`config.mk`:
```
export PLATFORM = sky130hd
export DESIGN_NAME = vlt_timing_top
export DESIGN_NICKNAME = d
export VERILOG_FILES = /design/src/design/vlt_pkg.sv /design/src/design/vlt_down_counter.sv /design/src/design/vlt_delay_line.sv /design/src/design/vlt_timing_top.sv
export SDC_FILE = /design/constraint.sdc
export NUM_CORES = 1
export LEC_CHECK = 0
export BUFFER_PORTS_ARGS = -buffer_cell sky130_fd_sc_hd__buf_2
export CAP_MARGIN = 25
export CORE_ASPECT_RATIO = 0.75
export CORE_MARGIN = 2
export CORE_UTILIZATION = 40
export DETAILED_ROUTE_END_ITERATION = 6
export GPL_ROUTABILITY_DRIVEN = 1
export GPL_TIMING_DRIVEN = 0
export SYNTH_ARGS = -nofsm -noshare
export SYNTH_HDL_FRONTEND = slang
export SYNTH_SLANG_ARGS = --single-unit
```
`constraint.sdc`:
```
create_clock -name hclk -period 7.25 [get_ports hclk]
set_input_delay 1.45 -clock hclk [delete_from_list [all_inputs] [get_ports hclk]]
set_output_delay 1.45 -clock hclk [all_outputs]
set_load 0.05 [all_outputs]
```
`src/design/vlt_pkg.sv`:
```
// Package for the video line timing generator: register map, control fields, reset values, state codes.
// Assumes one 32-bit AHB-Lite slave port; each register is one word at byte address 4 x index.
package vlt_pkg;

  // ----------------------------------------
  // Widths
  // ----------------------------------------
  localparam int TW = 12;
  localparam int IW = 10;
  localparam int DLY_TAPS = 8;
  localparam int DLY_W = 4;

  // ----------------------------------------
  // Register indices (byte address = 4 x index)
  // ----------------------------------------
  localparam logic [IW-1:0] IDX_HALF_SYNC = 10'h021;
  localparam logic [IW-1:0] IDX_BACK_PORCH = 10'h022;
  localparam logic [IW-1:0] IDX_DISPLAY = 10'h023;
  localparam logic [IW-1:0] IDX_VSYNC = 10'h026;
  localparam logic [IW-1:0] IDX_PRE_EQ = 10'h027;
  localparam logic [IW-1:0] IDX_POST_EQ = 10'h028;
  localparam logic [IW-1:0] IDX_VBLANK = 10'h029;
  localparam logic [IW-1:0] IDX_VDISPLAY = 10'h02A;
  localparam logic [IW-1:0] IDX_LINE_TIME = 10'h02B;
  localparam logic [IW-1:0] IDX_CTRL = 10'h060;
  localparam logic [IW-1:0] IDX_STATUS = 10'h061;

  // ----------------------------------------
  // Control register fields
  // ----------------------------------------
  localparam int CTRL_EN = 0;
  localparam int CTRL_INTERLACE = 1;
  localparam int CTRL_STANDARD = 2;
  localparam int CTRL_SLAVE = 3;
  localparam int CTRL_FORCE_BLANK = 10;
  localparam int CTRL_BLANK_OFF = 11;
  localparam int CTRL_DLY_LO = 15;
  localparam int CTRL_DLY_HI = 17;
  localparam int CTRL_W = 24;

  // ----------------------------------------
  // Reset values
  // ----------------------------------------
  localparam logic [TW-1:0] RST_SEG = 12'h002;
  localparam logic [TW-1:0] RST_LINE_TIME = 12'h010;
  localparam logic [TW-1:0] RST_VDISPLAY = 12'h004;
  localparam logic [CTRL_W-1:0] RST_CTRL = 24'h000000;
  localparam logic [TW-1:0] ONE = 12'h001;

  // ----------------------------------------
  // State codes, Gray along the usual path except the wrap from 3'b110 back to 3'b000
  // ----------------------------------------
  typedef enum logic [2:0] {
    L_SYNC1 = 3'b000, L_SYNC2 = 3'b001, L_BPORCH = 3'b011, L_DISP = 3'b010, L_FPORCH = 3'b110
  } vlt_line_t;
  typedef enum logic [2:0] {
    V_PRE = 3'b000, V_SYNC = 3'b001, V_POST = 3'b011, V_BLANK = 3'b010, V_DISP = 3'b110
  } vlt_frame_t;

endpackage

```
`src/design/vlt_down_counter.sv`:
```
// Loadable down-counter used for segment and half-line durations.
// Assumes load and ce come from the same clock domain; counter rests at zero.
`timescale 1ns/1ps
module vlt_down_counter #(
  parameter int W = 12
) (
  // Clock and reset
  input wire logic hclk,
  input wire logic hresetn,
  input wire logic ce,
  // Control
  input wire logic load,
  input wire logic [W-1:0] value,
  // Status
  output logic zero
);

  logic [W-1:0] cnt_reg;

  // Load wins over counting; stops at zero
  always_ff @(posedge hclk or negedge hresetn)
  begin
    if (!hresetn)
      cnt_reg <= '0;
    else if (ce)
    begin
      if (load)
        cnt_reg <= value;
      else if (cnt_reg != '0)
        cnt_reg <= cnt_reg - 1'b1;
    end
  end

  assign zero = (cnt_reg == '0);

  // A load is seen in the counter one serial clock later
  load_value_a: assert property (@(posedge hclk) disable iff (!hresetn) // see RQ19
    (ce && load) |=> (cnt_reg == $past(value)))
    else $error("counter did not take loaded value");

endmodule

```
`src/design/vlt_delay_line.sv`:
```
// Programmable 1..8 stage delay for the sync and blank outputs.
// Assumes sel is quasi-static; changing it mid-frame may glitch the outputs.
`timescale 1ns/1ps
module vlt_delay_line
(
  // Clock and reset
  input wire logic hclk,
  input wire logic hresetn,
  input wire logic ce,
  // Data
  input wire logic [vlt_pkg::DLY_W-1:0] din,
  input wire logic [2:0] sel,
  output logic [vlt_pkg::DLY_W-1:0] dout
);
  import vlt_pkg::*;

  logic [DLY_W-1:0] sh_reg [DLY_TAPS-1];

  // Tap chain; sel 0 gives only the output register
  always_ff @(posedge hclk or negedge hresetn)
  begin
    if (!hresetn)
    begin
      for (int i = 0; i < DLY_TAPS - 1; i++)
        sh_reg[i] <= '1;
      dout <= '1;
    end
    else if (ce)
    begin
      sh_reg[0] <= din;
      for (int i = 1; i < DLY_TAPS - 1; i++)
        sh_reg[i] <= sh_reg[i-1];
      dout <= (sel == 3'h0) ? din : sh_reg[sel - 3'h1]; // see RQ17
    end
  end

endmodule

```
`src/design/vlt_timing_top.sv`:
```
// Video line timing generator: line and frame state machines, sync/blank, memory pacing, AHB-Lite registers.
// Assumes inputs synchronous to hclk; one hclk cycle with ce high is one serial clock (one screen unit).
//
// Behaviour
// RQ1: drive composite sync and blank to converters
// RQ2: time bus request and transfer strobe
// RQ3: gate pixel shift clock to display only
// RQ4: flyback flag throughout vertical flyback
// RQ5: blank during line and frame flyback
// RQ6: control selects interlace and sync standard
// RQ7: master drives sync, slave follows inputs
// RQ8: horizontal timing in four-pixel units
// RQ9: frame periods counted in half lines
// RQ10: line is display, porches, sync; total programmed
// RQ11: only display segment unblanked
// RQ12: line sync is two equal half-syncs
// RQ13: front porch ends at line period expiry
// RQ14: advance state when duration elapses
// RQ15: outputs follow state on entry
// RQ16: one screen unit per serial clock
// RQ17: sync and blank delayed 0 to 7
// RQ18: enable starts at frame sync
// RQ19: down-counter per segment, free line counter
// RQ20: disabled holds blank and stops shift clock
//
// Implementation choices: the register addresses and the AHB-Lite slave port.
`timescale 1ns/1ps
module vlt_timing_top
(
  // Clock, reset, enable
  input wire logic hclk,
  input wire logic hresetn,
  input wire logic ce,
  // AHB-Lite slave
  input wire logic hsel,
  input wire logic [31:0] haddr,
  input wire logic [1:0] htrans,
  input wire logic hwrite,
  input wire logic [2:0] hsize,
  input wire logic [31:0] hwdata,
  input wire logic hready,
  output logic hreadyout,
  output logic hresp,
  output logic [31:0] hrdata,
  // Sync pins
  input wire logic hsync_n_i,
  output logic hsync_n_o,
  output logic hsync_n_oe,
  input wire logic vsync_n_i,
  output logic vsync_n_o,
  output logic vsync_n_oe,
  // Converter and memory side
  output logic composite_sync_n,
  output logic composite_blank,
  output logic frame_flyback_flag,
  output logic memory_bus_request,
  output logic vram_transfer_strobe,
  output logic pixel_shift_clock_n
);
  import vlt_pkg::*;

  // ----------------------------------------
  // Register file
  // ----------------------------------------
  logic [TW-1:0] half_sync_reg, back_porch_reg, display_reg, line_time_reg;
  logic [TW-1:0] vsync_reg, pre_eq_reg, post_eq_reg, vblank_reg, vdisplay_reg;
  logic [CTRL_W-1:0] ctrl_reg;
  logic wr_pend_reg;
  logic [IW-1:0] wr_idx_reg;
  logic [31:0] rd_next;
  logic [31:0] status;
  logic addr_ok;
  logic [IW-1:0] a_idx;

  vlt_line_t line_reg;
  vlt_frame_t frame_reg;
  logic en_d_reg, field_reg;

  // Bus stalls while frozen, so no write or read is lost
  assign hreadyout = ce;
  assign hresp = 1'b0;
  assign a_idx = haddr[IW+1:2];
  assign addr_ok = hsel && hready && htrans[1];

  // Write data phase follows a one-cycle address phase
  always_ff @(posedge hclk or negedge hresetn)
  begin
    if (!hresetn)
    begin
      wr_pend_reg <= 1'b0;
      wr_idx_reg <= '0;
    end
    else if (ce && hready)
    begin
      wr_pend_reg <= addr_ok && hwrite;
      wr_idx_reg <= a_idx;
    end
  end

  // Timing registers only take writes while the engine is stopped, so a line is never torn
  always_ff @(posedge hclk or negedge hresetn)
  begin
    if (!hresetn)
    begin
      half_sync_reg <= RST_SEG;
      back_porch_reg <= RST_SEG;
      display_reg <= RST_SEG;
      vsync_reg <= RST_SEG;
      pre_eq_reg <= RST_SEG;
      post_eq_reg <= RST_SEG;
      vblank_reg <= RST_SEG;
      vdisplay_reg <= RST_VDISPLAY;
      line_time_reg <= RST_LINE_TIME;
    end
    else if (ce && wr_pend_reg && !ctrl_reg[CTRL_EN])
    begin
      case (wr_idx_reg)
        IDX_HALF_SYNC: half_sync_reg <= hwdata[TW-1:0];
        IDX_BACK_PORCH: back_porch_reg <= hwdata[TW-1:0];
        IDX_DISPLAY: display_reg <= hwdata[TW-1:0];
        IDX_VSYNC: vsync_reg <= hwdata[TW-1:0];
        IDX_PRE_EQ: pre_eq_reg <= hwdata[TW-1:0];
        IDX_POST_EQ: post_eq_reg <= hwdata[TW-1:0];
        IDX_VBLANK: vblank_reg <= hwdata[TW-1:0];
        IDX_VDISPLAY: vdisplay_reg <= hwdata[TW-1:0];
        IDX_LINE_TIME: line_time_reg <= hwdata[TW-1:0];
        default: ;
      endcase
    end
  end

  // Control register is writable at any time
  always_ff @(posedge hclk or negedge hresetn)
  begin
    if (!hresetn)
      ctrl_reg <= RST_CTRL;
    else if (ce && wr_pend_reg && wr_idx_reg == IDX_CTRL)
      ctrl_reg <= hwdata[CTRL_W-1:0]; // see RQ6
  end

  assign status = {24'h000000, field_reg, frame_reg, line_reg, en_d_reg};

  // Read data decoded in the address phase so it stands in the data phase
  always_comb
  begin
    rd_next = 32'h00000000;
    case (a_idx)
      IDX_HALF_SYNC: rd_next[TW-1:0] = half_sync_reg;
      IDX_BACK_PORCH: rd_next[TW-1:0] = back_porch_reg;
      IDX_DISPLAY: rd_next[TW-1:0] = display_reg;
      IDX_VSYNC: rd_next[TW-1:0] = vsync_reg;
      IDX_PRE_EQ: rd_next[TW-1:0] = pre_eq_reg;
      IDX_POST_EQ: rd_next[TW-1:0] = post_eq_reg;
      IDX_VBLANK: rd_next[TW-1:0] = vblank_reg;
      IDX_VDISPLAY: rd_next[TW-1:0] = vdisplay_reg;
      IDX_LINE_TIME: rd_next[TW-1:0] = line_time_reg;
      IDX_CTRL: rd_next[CTRL_W-1:0] = ctrl_reg;
      IDX_STATUS: rd_next = status;
      default: rd_next = 32'h00000000;
    endcase
  end

  always_ff @(posedge hclk or negedge hresetn)
  begin
    if (!hresetn)
      hrdata <= 32'h00000000;
    else if (ce && addr_ok && !hwrite)
      hrdata <= rd_next;
  end

  // ----------------------------------------
  // Line state machine
  // ----------------------------------------
  logic en, slave, hs_prev_reg, vs_prev_reg, hs_fall, vs_fall;
  logic en_start, frame_start, line_end, line_start, half_tick;
  logic [TW-1:0] line_cnt_reg;
  logic seg_load, seg_zero, v_load, v_zero;
  logic [TW-1:0] seg_val, v_val, lt_half;

  assign en = ctrl_reg[CTRL_EN];
  assign slave = ctrl_reg[CTRL_SLAVE];
  assign en_start = en && !en_d_reg;
  assign hs_fall = slave && hs_prev_reg && !hsync_n_i; // see RQ7
  assign vs_fall = slave && vs_prev_reg && !vsync_n_i;
  assign frame_start = en_start || vs_fall; // see RQ18
  assign line_end = !slave && (line_cnt_reg == line_time_reg - ONE); // see RQ13
  assign line_start = frame_start || hs_fall || (en && line_end);
  assign lt_half = {1'b0, line_time_reg[TW-1:1]} - ONE;
  assign half_tick = line_start || (line_cnt_reg == lt_half); // see RQ9

  // Enable edge and external sync history
  always_ff @(posedge hclk or negedge hresetn)
  begin
    if (!hresetn)
    begin
      en_d_reg <= 1'b0;
      hs_prev_reg <= 1'b1;
      vs_prev_reg <= 1'b1;
    end
    else if (ce)
    begin
      en_d_reg <= en;
      hs_prev_reg <= hsync_n_i;
      vs_prev_reg <= vsync_n_i;
    end
  end

  // Line period counts one screen unit per serial clock, free of the segment counter
  always_ff @(posedge hclk or negedge hresetn)
  begin
    if (!hresetn)
      line_cnt_reg <= '0;
    else if (ce)
      line_cnt_reg <= (line_start || !en) ? '0 : line_cnt_reg + ONE; // see RQ8, RQ16, RQ19
  end

  // Segment durations: two half-syncs, back porch, display; rest is front porch
  always_comb
  begin
    seg_load = 1'b0;
    seg_val = '0;
    if (line_start)
    begin
      seg_load = 1'b1;
      seg_val = half_sync_reg - ONE;
    end
    else if (seg_zero)
    begin
      seg_load = 1'b1;
      case (line_reg)
        L_SYNC1: seg_val = half_sync_reg - ONE; // see RQ12
        L_SYNC2: seg_val = back_porch_reg - ONE;
        L_BPORCH: seg_val = display_reg - ONE;
        default: seg_load = 1'b0;
      endcase
    end
  end

  vlt_down_counter #(.W(TW)) u_seg_cnt (
    .hclk(hclk),
    .hresetn(hresetn),
    .ce(ce),
    .load(seg_load),
    .value(seg_val),
    .zero(seg_zero)
  );

  always_ff @(posedge hclk or negedge hresetn)
  begin
    if (!hresetn)
      line_reg <= L_FPORCH;
    else if (ce)
    begin
      if (!en)
        line_reg <= L_FPORCH;
      else if (line_start)
        line_reg <= L_SYNC1;
      else if (seg_zero)
      begin
        case (line_reg) // see RQ10, RQ14
          L_SYNC1: line_reg <= L_SYNC2;
          L_SYNC2: line_reg <= L_BPORCH;
          L_BPORCH: line_reg <= L_DISP;
          L_DISP: line_reg <= L_FPORCH;
          L_FPORCH: line_reg <= L_FPORCH;
          default: line_reg <= L_FPORCH;
        endcase
      end
    end
  end

  // ----------------------------------------
  // Frame state machine, in half lines
  // ----------------------------------------
  always_comb
  begin
    v_load = 1'b0;
    v_val = '0;
    if (frame_start)
    begin
      v_load = 1'b1;
      v_val = vsync_reg - ONE;
    end
    else if (en && half_tick && v_zero)
    begin
      v_load = 1'b1;
      case (frame_reg)
        V_PRE: v_val = vsync_reg - ONE;
        V_SYNC: v_val = post_eq_reg - ONE;
        V_POST: v_val = field_reg ? vblank_reg : vblank_reg - ONE; // odd field adds the half line
        V_BLANK: v_val = vdisplay_reg - ONE;
        default: v_val = pre_eq_reg - ONE;
      endcase
    end
    else if (en && half_tick)
      v_load = 1'b0;
  end

  vlt_down_counter #(.W(TW)) u_half_cnt (
    .hclk(hclk),
    .hresetn(hresetn),
    .ce(ce && (v_load || half_tick)),
    .load(v_load),
    .value(v_val),
    .zero(v_zero)
  );

  always_ff @(posedge hclk or negedge hresetn)
  begin
    if (!hresetn)
    begin
      frame_reg <= V_SYNC;
      field_reg <= 1'b0;
    end
    else if (ce)
    begin
      if (frame_start)
        frame_reg <= V_SYNC;
      else if (en && half_tick && v_zero)
      begin
        case (frame_reg)
          V_PRE: frame_reg <= V_SYNC;
          V_SYNC: frame_reg <= V_POST;
          V_POST: frame_reg <= V_BLANK;
          V_BLANK: frame_reg <= V_DISP;
          V_DISP: frame_reg <= V_PRE;
          default: frame_reg <= V_SYNC;
        endcase
        if (frame_reg == V_DISP)
          field_reg <= ctrl_reg[CTRL_INTERLACE] && !field_reg; // see RQ6
      end
    end
  end

  // ----------------------------------------
  // Sync and blank generation
  // ----------------------------------------
  logic flyback, hsync_act, vsync_act, csync_act, blank_raw;
  logic [DLY_W-1:0] dly_out;

  assign flyback = (frame_reg != V_DISP);
  assign hsync_act = en && (line_reg == L_SYNC1 || line_reg == L_SYNC2); // see RQ15
  assign vsync_act = en && (frame_reg == V_SYNC);
  // Standard bit 1 holds sync low through vsync; 0 serrates it with line sync
  assign csync_act = vsync_act ? (ctrl_reg[CTRL_STANDARD] || !hsync_act) : hsync_act;
  assign blank_raw = !en || ctrl_reg[CTRL_FORCE_BLANK] ||
    (!ctrl_reg[CTRL_BLANK_OFF] && (flyback || line_reg != L_DISP)); // see RQ5, RQ11, RQ20

  vlt_delay_line u_dly (
    .hclk(hclk),
    .hresetn(hresetn),
    .ce(ce),
    .din({!csync_act, !hsync_act, !vsync_act, blank_raw}),
    .sel(ctrl_reg[CTRL_DLY_HI:CTRL_DLY_LO]),
    .dout(dly_out)
  );

  assign composite_sync_n = dly_out[3]; // see RQ1
  assign hsync_n_o = dly_out[2];
  assign vsync_n_o = dly_out[1];
  assign composite_blank = dly_out[0];
  assign hsync_n_oe = !slave; // see RQ7
  assign vsync_n_oe = !slave;

  // ----------------------------------------
  // Memory pacing and pixel shift gate
  // ----------------------------------------
  // Request opens at back porch of a displayed line; transfer marks display start
  always_ff @(posedge hclk or negedge hresetn)
  begin
    if (!hresetn)
    begin
      memory_bus_request <= 1'b0;
      vram_transfer_strobe <= 1'b0;
      pixel_shift_clock_n <= 1'b1;
      frame_flyback_flag <= 1'b0;
    end
    else if (ce)
    begin
      memory_bus_request <= en && !flyback && (line_reg == L_BPORCH); // see RQ2
      vram_transfer_strobe <= en && !flyback && (line_reg == L_BPORCH) && seg_zero;
      pixel_shift_clock_n <= !(en && !flyback && line_reg == L_DISP); // see RQ3
      frame_flyback_flag <= en && flyback; // see RQ4
    end
  end

  // ----------------------------------------
  // Checks
  // ----------------------------------------
  blank_when_off_a: assert property (@(posedge hclk) disable iff (!hresetn) // see RQ20
    !en |-> blank_raw)
    else $error("blank not held while disabled");

  shift_stop_a: assert property (@(posedge hclk) disable iff (!hresetn) // see RQ3
    (ce && line_reg != L_DISP) |=> pixel_shift_clock_n)
    else $error("shift clock ran outside display");

  flyback_flag_a: assert property (@(posedge hclk) disable iff (!hresetn) // see RQ4
    (ce && en && frame_reg == V_SYNC) |=> frame_flyback_flag)
    else $error("flyback flag missing in vsync");

  sync_halves_a: assert property (@(posedge hclk) disable iff (!hresetn) // see RQ12
    (ce && en && line_reg == L_SYNC1 && seg_zero && !line_start) |=> line_reg == L_SYNC2)
    else $error("second half-sync not entered");

  line_wrap_a: assert property (@(posedge hclk) disable iff (!hresetn) // see RQ13
    (ce && en && line_end) |=> (line_reg == L_SYNC1 && line_cnt_reg == '0))
    else $error("line did not restart at period end");

  display_only_a: assert property (@(posedge hclk) disable iff (!hresetn) // see RQ11
    (line_reg != L_DISP && !ctrl_reg[CTRL_BLANK_OFF]) |-> blank_raw)
    else $error("unblanked outside display");

  frame_begin_a: assert property (@(posedge hclk) disable iff (!hresetn) // see RQ18
    (ce && en_start) |=> (frame_reg == V_SYNC && line_reg == L_SYNC1))
    else $error("enable did not start at frame sync");

  pin_dir_a: assert property (@(posedge hclk) disable iff (!hresetn) // see RQ7
    slave |-> (!hsync_n_oe && !vsync_n_oe))
    else $error("sync pins driven in slave mode");

endmodule

```
==> results.toml <==
[status]
status = "finished clean"

[floorplanning]
start_util_pct = 40.3
io_pins = 121
core_um2 = 36800
row_count = 61
die_h_um = 171
die_w_um = 226
die-area_um2 = 38600

[route]
vias = 12800
ant_nets = 0
drc = 0
avgViaCountPerCell = 5.98
drt-total-wl_um = 49800
dr.pass1.iters = 6
initialDrtViolationCount = 1411
routedWlPerCell_um = 23.3

[worst_setup_path]
cp_num_buf_inv = 2
worst_path_max_delay_cell = "a2111oi_0"
r2r_end = "u_half_cnt.cnt_reg[7]"
rrSetupSlack_ps = 2910
start_kind = "register"
ff2ff_path_depth = 11
cpLargestDelayFamily = "compound AO/OA/AOI/OAI gates"
r2r-start = "line_time_reg[2]"
path_class = "reg -> reg"
required_ps = 7640
critPathMaxFanout = 10
cp_slowest_stage_delay_ps = 850
end_kind = "register"
worstPathCellList = "clkbuf_1, inv_1, ha_1, nor3b_1, a21oi_1, a31oi_1, nand4_1, a211oi_4, o21ai_2, a2111oi_0, o31ai_1"
critical_path_arrival_ps = 4730

[clock_network]
cts_made_buffers = 28
clockBufferDepth = 3
ctsHtreeMaxLevel = 1
clk_latency_ps = 570
ctsResizeCount = 0
clock_sinks = 249
cts_setup_buffers = 0
hold_buffers = 0
cts_tree = "yes"
cts_root_buffer = "clkbuf_16"
clkTransAtPathRegs_ps = 60

[global_route]
grt_use_total_pct = 26.0
grt_antenna_before_repair = 0
grt_pass1_wl_um = 75400
grt_pass1_vias = 11800
grt_max_degree = 115
overflow = 0

[synthesis]
synth_top_area_share_pct = 34.1
netlist_area_um2 = 14800
avgSynthCellArea_um2 = 9.86
syn_inst = 1502
ys_warn_count = 0
ys_ff_latch = 249
synth_ff_type = "dfrtp_1"
yosysMostFrequentCell = "dfrtp_1"
synth_common_cells = "dfrtp_1, mux2_2, nand2_1"
synthArstFlopShare_pct = 100
synth-seq-area-share_pct = 42.5
synth_edf_count = 0
synth.distinct_cells = 87
yosysTopAreaCell = "dfrtp_1"
synth.area.top_cells = "dfrtp_1, mux2_2, dfstp_2, xnor2_1, nand2_1"

[cells_and_area]
fillers = 3597
largest_reg_flops = 28
syn2layout_area_growth_pct = 13.7
layout-drive-gt1-share_pct = 22.2
nNetsFinal = 1693
final_util_pct = 45.8

[power]
power.density_nw_per_um2 = 222
ir_worst_vdd_uv = 175
p_leak_nw = 7.37

[worst_hold_path]
holdPathEnd = "u_dly.dout[2]"
worstHoldPathCells = 2
hp-class = "reg -> reg"
hp-start = "u_dly.dout[2]"

[sta]
fin_crit_sh_pct = 59.9
hold_violations = 0
tightest_slew_ps = 1020
maxSlewHeadroom_pct = 30.5
max_freq_mhz = 230
skew_ps = 29.4
finalSetupTns_ps = 0
final-max-slew-violation-count = 0
setup_violations = 0
period_needed_ps = 4340
rsz0062_at_grt = "no"

[placed_design]
port_buffers = 61
place_congestion = 0.968
dpl.hpwl_um = 37200

[flow_run]
cap_viol_max_count = 0
## where the power goes
| part | internal, mW | switching, mW | leakage [nW] |
|---|---|---|---|
| combinational | 0.228 | 0.411 | 3.70 |
| sequential | 1.51 | 0.0782 | 3.20 |
| clock | 0.911 | 0.604 | 0.470 |
## layer usage
metal	global-route usage (%)	vias up	share of wire [%]	wire, um
met2	34.8	594	40	19800
met1	40.5	6387	48	23600
met5	0	-	0	0
met4	6.58	0	2.3	1140
li1	-	5711	-	-
met3	6.94	69	10	5120
## kinds of logic (layout without fill, tap and decap cells)
| kind of cell | count (synthesis) | count (layout) | synth area share (%) |
|---|---|---|---|
| AO/OA/AOI/OAI | 337 | 337 | 15.9 |
| multiplexers | 211 | 211 | 16.0 |
| XOR/XNOR | 89 | 89 | 5.26 |
| AND/OR/NAND/NOR | 436 | 436 | 14.6 |
| buffers and inverters | 166 | 280 | 4.63 |
| adder cells (fa/ha/maj) | 13 | 13 | 1.10 |
| flip-flops | 249 | 249 | 42.5 |
| other | 1 | 14 | 0.0253 |
## final cells by class
class                           count  area, um^2  area share (%)
Antenna cell                        5        12.5          0.0743
Sequential cell                   249        6290            37.3
Clock buffer                       43         848            5.04
Buffer                            128         543            3.22
Inverter                           38         143           0.847
Timing Repair Buffer               63         370            2.20
Multi-Input combinational cell   1095        7870            46.7
Clock inverter                      8         134           0.795
Tap cell                          504         631            3.74
## worst max-delay path by stage
stage / from / end / cells past startpoint
6_report: line_time_reg[2] / u_half_cnt.cnt_reg[7] / 11
5_1_grt: line_time_reg[2] / u_half_cnt.cnt_reg[7] / 11
4_1_cts: line_time_reg[2] / u_half_cnt.cnt_reg[7] / 11
3_5_place_dp: ce / ctrl_reg[9] / 7
3_3_place_gp: hresetn / wr_idx_reg[5] / 1
2_1_floorplan: haddr[6] / hrdata[4] / 8
## per-stage QoR
stage	total power, mW	cells	hold WS, ps	worst slack (ps)	cell area, um^2
after floorplan	2.03	1510	462	3650	14800
after global placement	2.22	2075	462	121	15800
after detailed placement	2.23	2077	468	2780	15800
after CTS	3.76	2128	478	3130	16800
after global routing	3.90	2128	493	2610	16800
final	3.75	2133	470	2910	16800
## worst register-to-register path: stages, from the launching register on
cell and delay (ps):
dfrtp_1 380, clkbuf_1 260, inv_1 120, ha_1 280, nor3b_1 770, a21oi_1 160
a31oi_1 240, nand4_1 180, a211oi_4 560, o21ai_2 270, a2111oi_0 860, o31ai_1 120
## placed cells by master, fill, tap and decap left out, types with 13 or more instances in the layout
cell type,instances
buf_1,23
dfstp_2,47
ha_1,13
nor2b_1,29
nor4_1,27
o21ai_0,84
nor3_1,57
mux2i_1,41
clkbuf_16,29
a221oi_1,15
a21oi_1,47
o211ai_1,15
a22o_1,18
dfrtp_1,202
buf_2,64
nand3_1,24
nand2_1,112
xnor2_1,51
a211oi_1,15
nor2_1,105
o22ai_1,21
or3_1,14
xor2_1,38
mux2_2,165
clkbuf_1,93
inv_1,37
buf_4,13
Power figures use the tool's default switching activity.
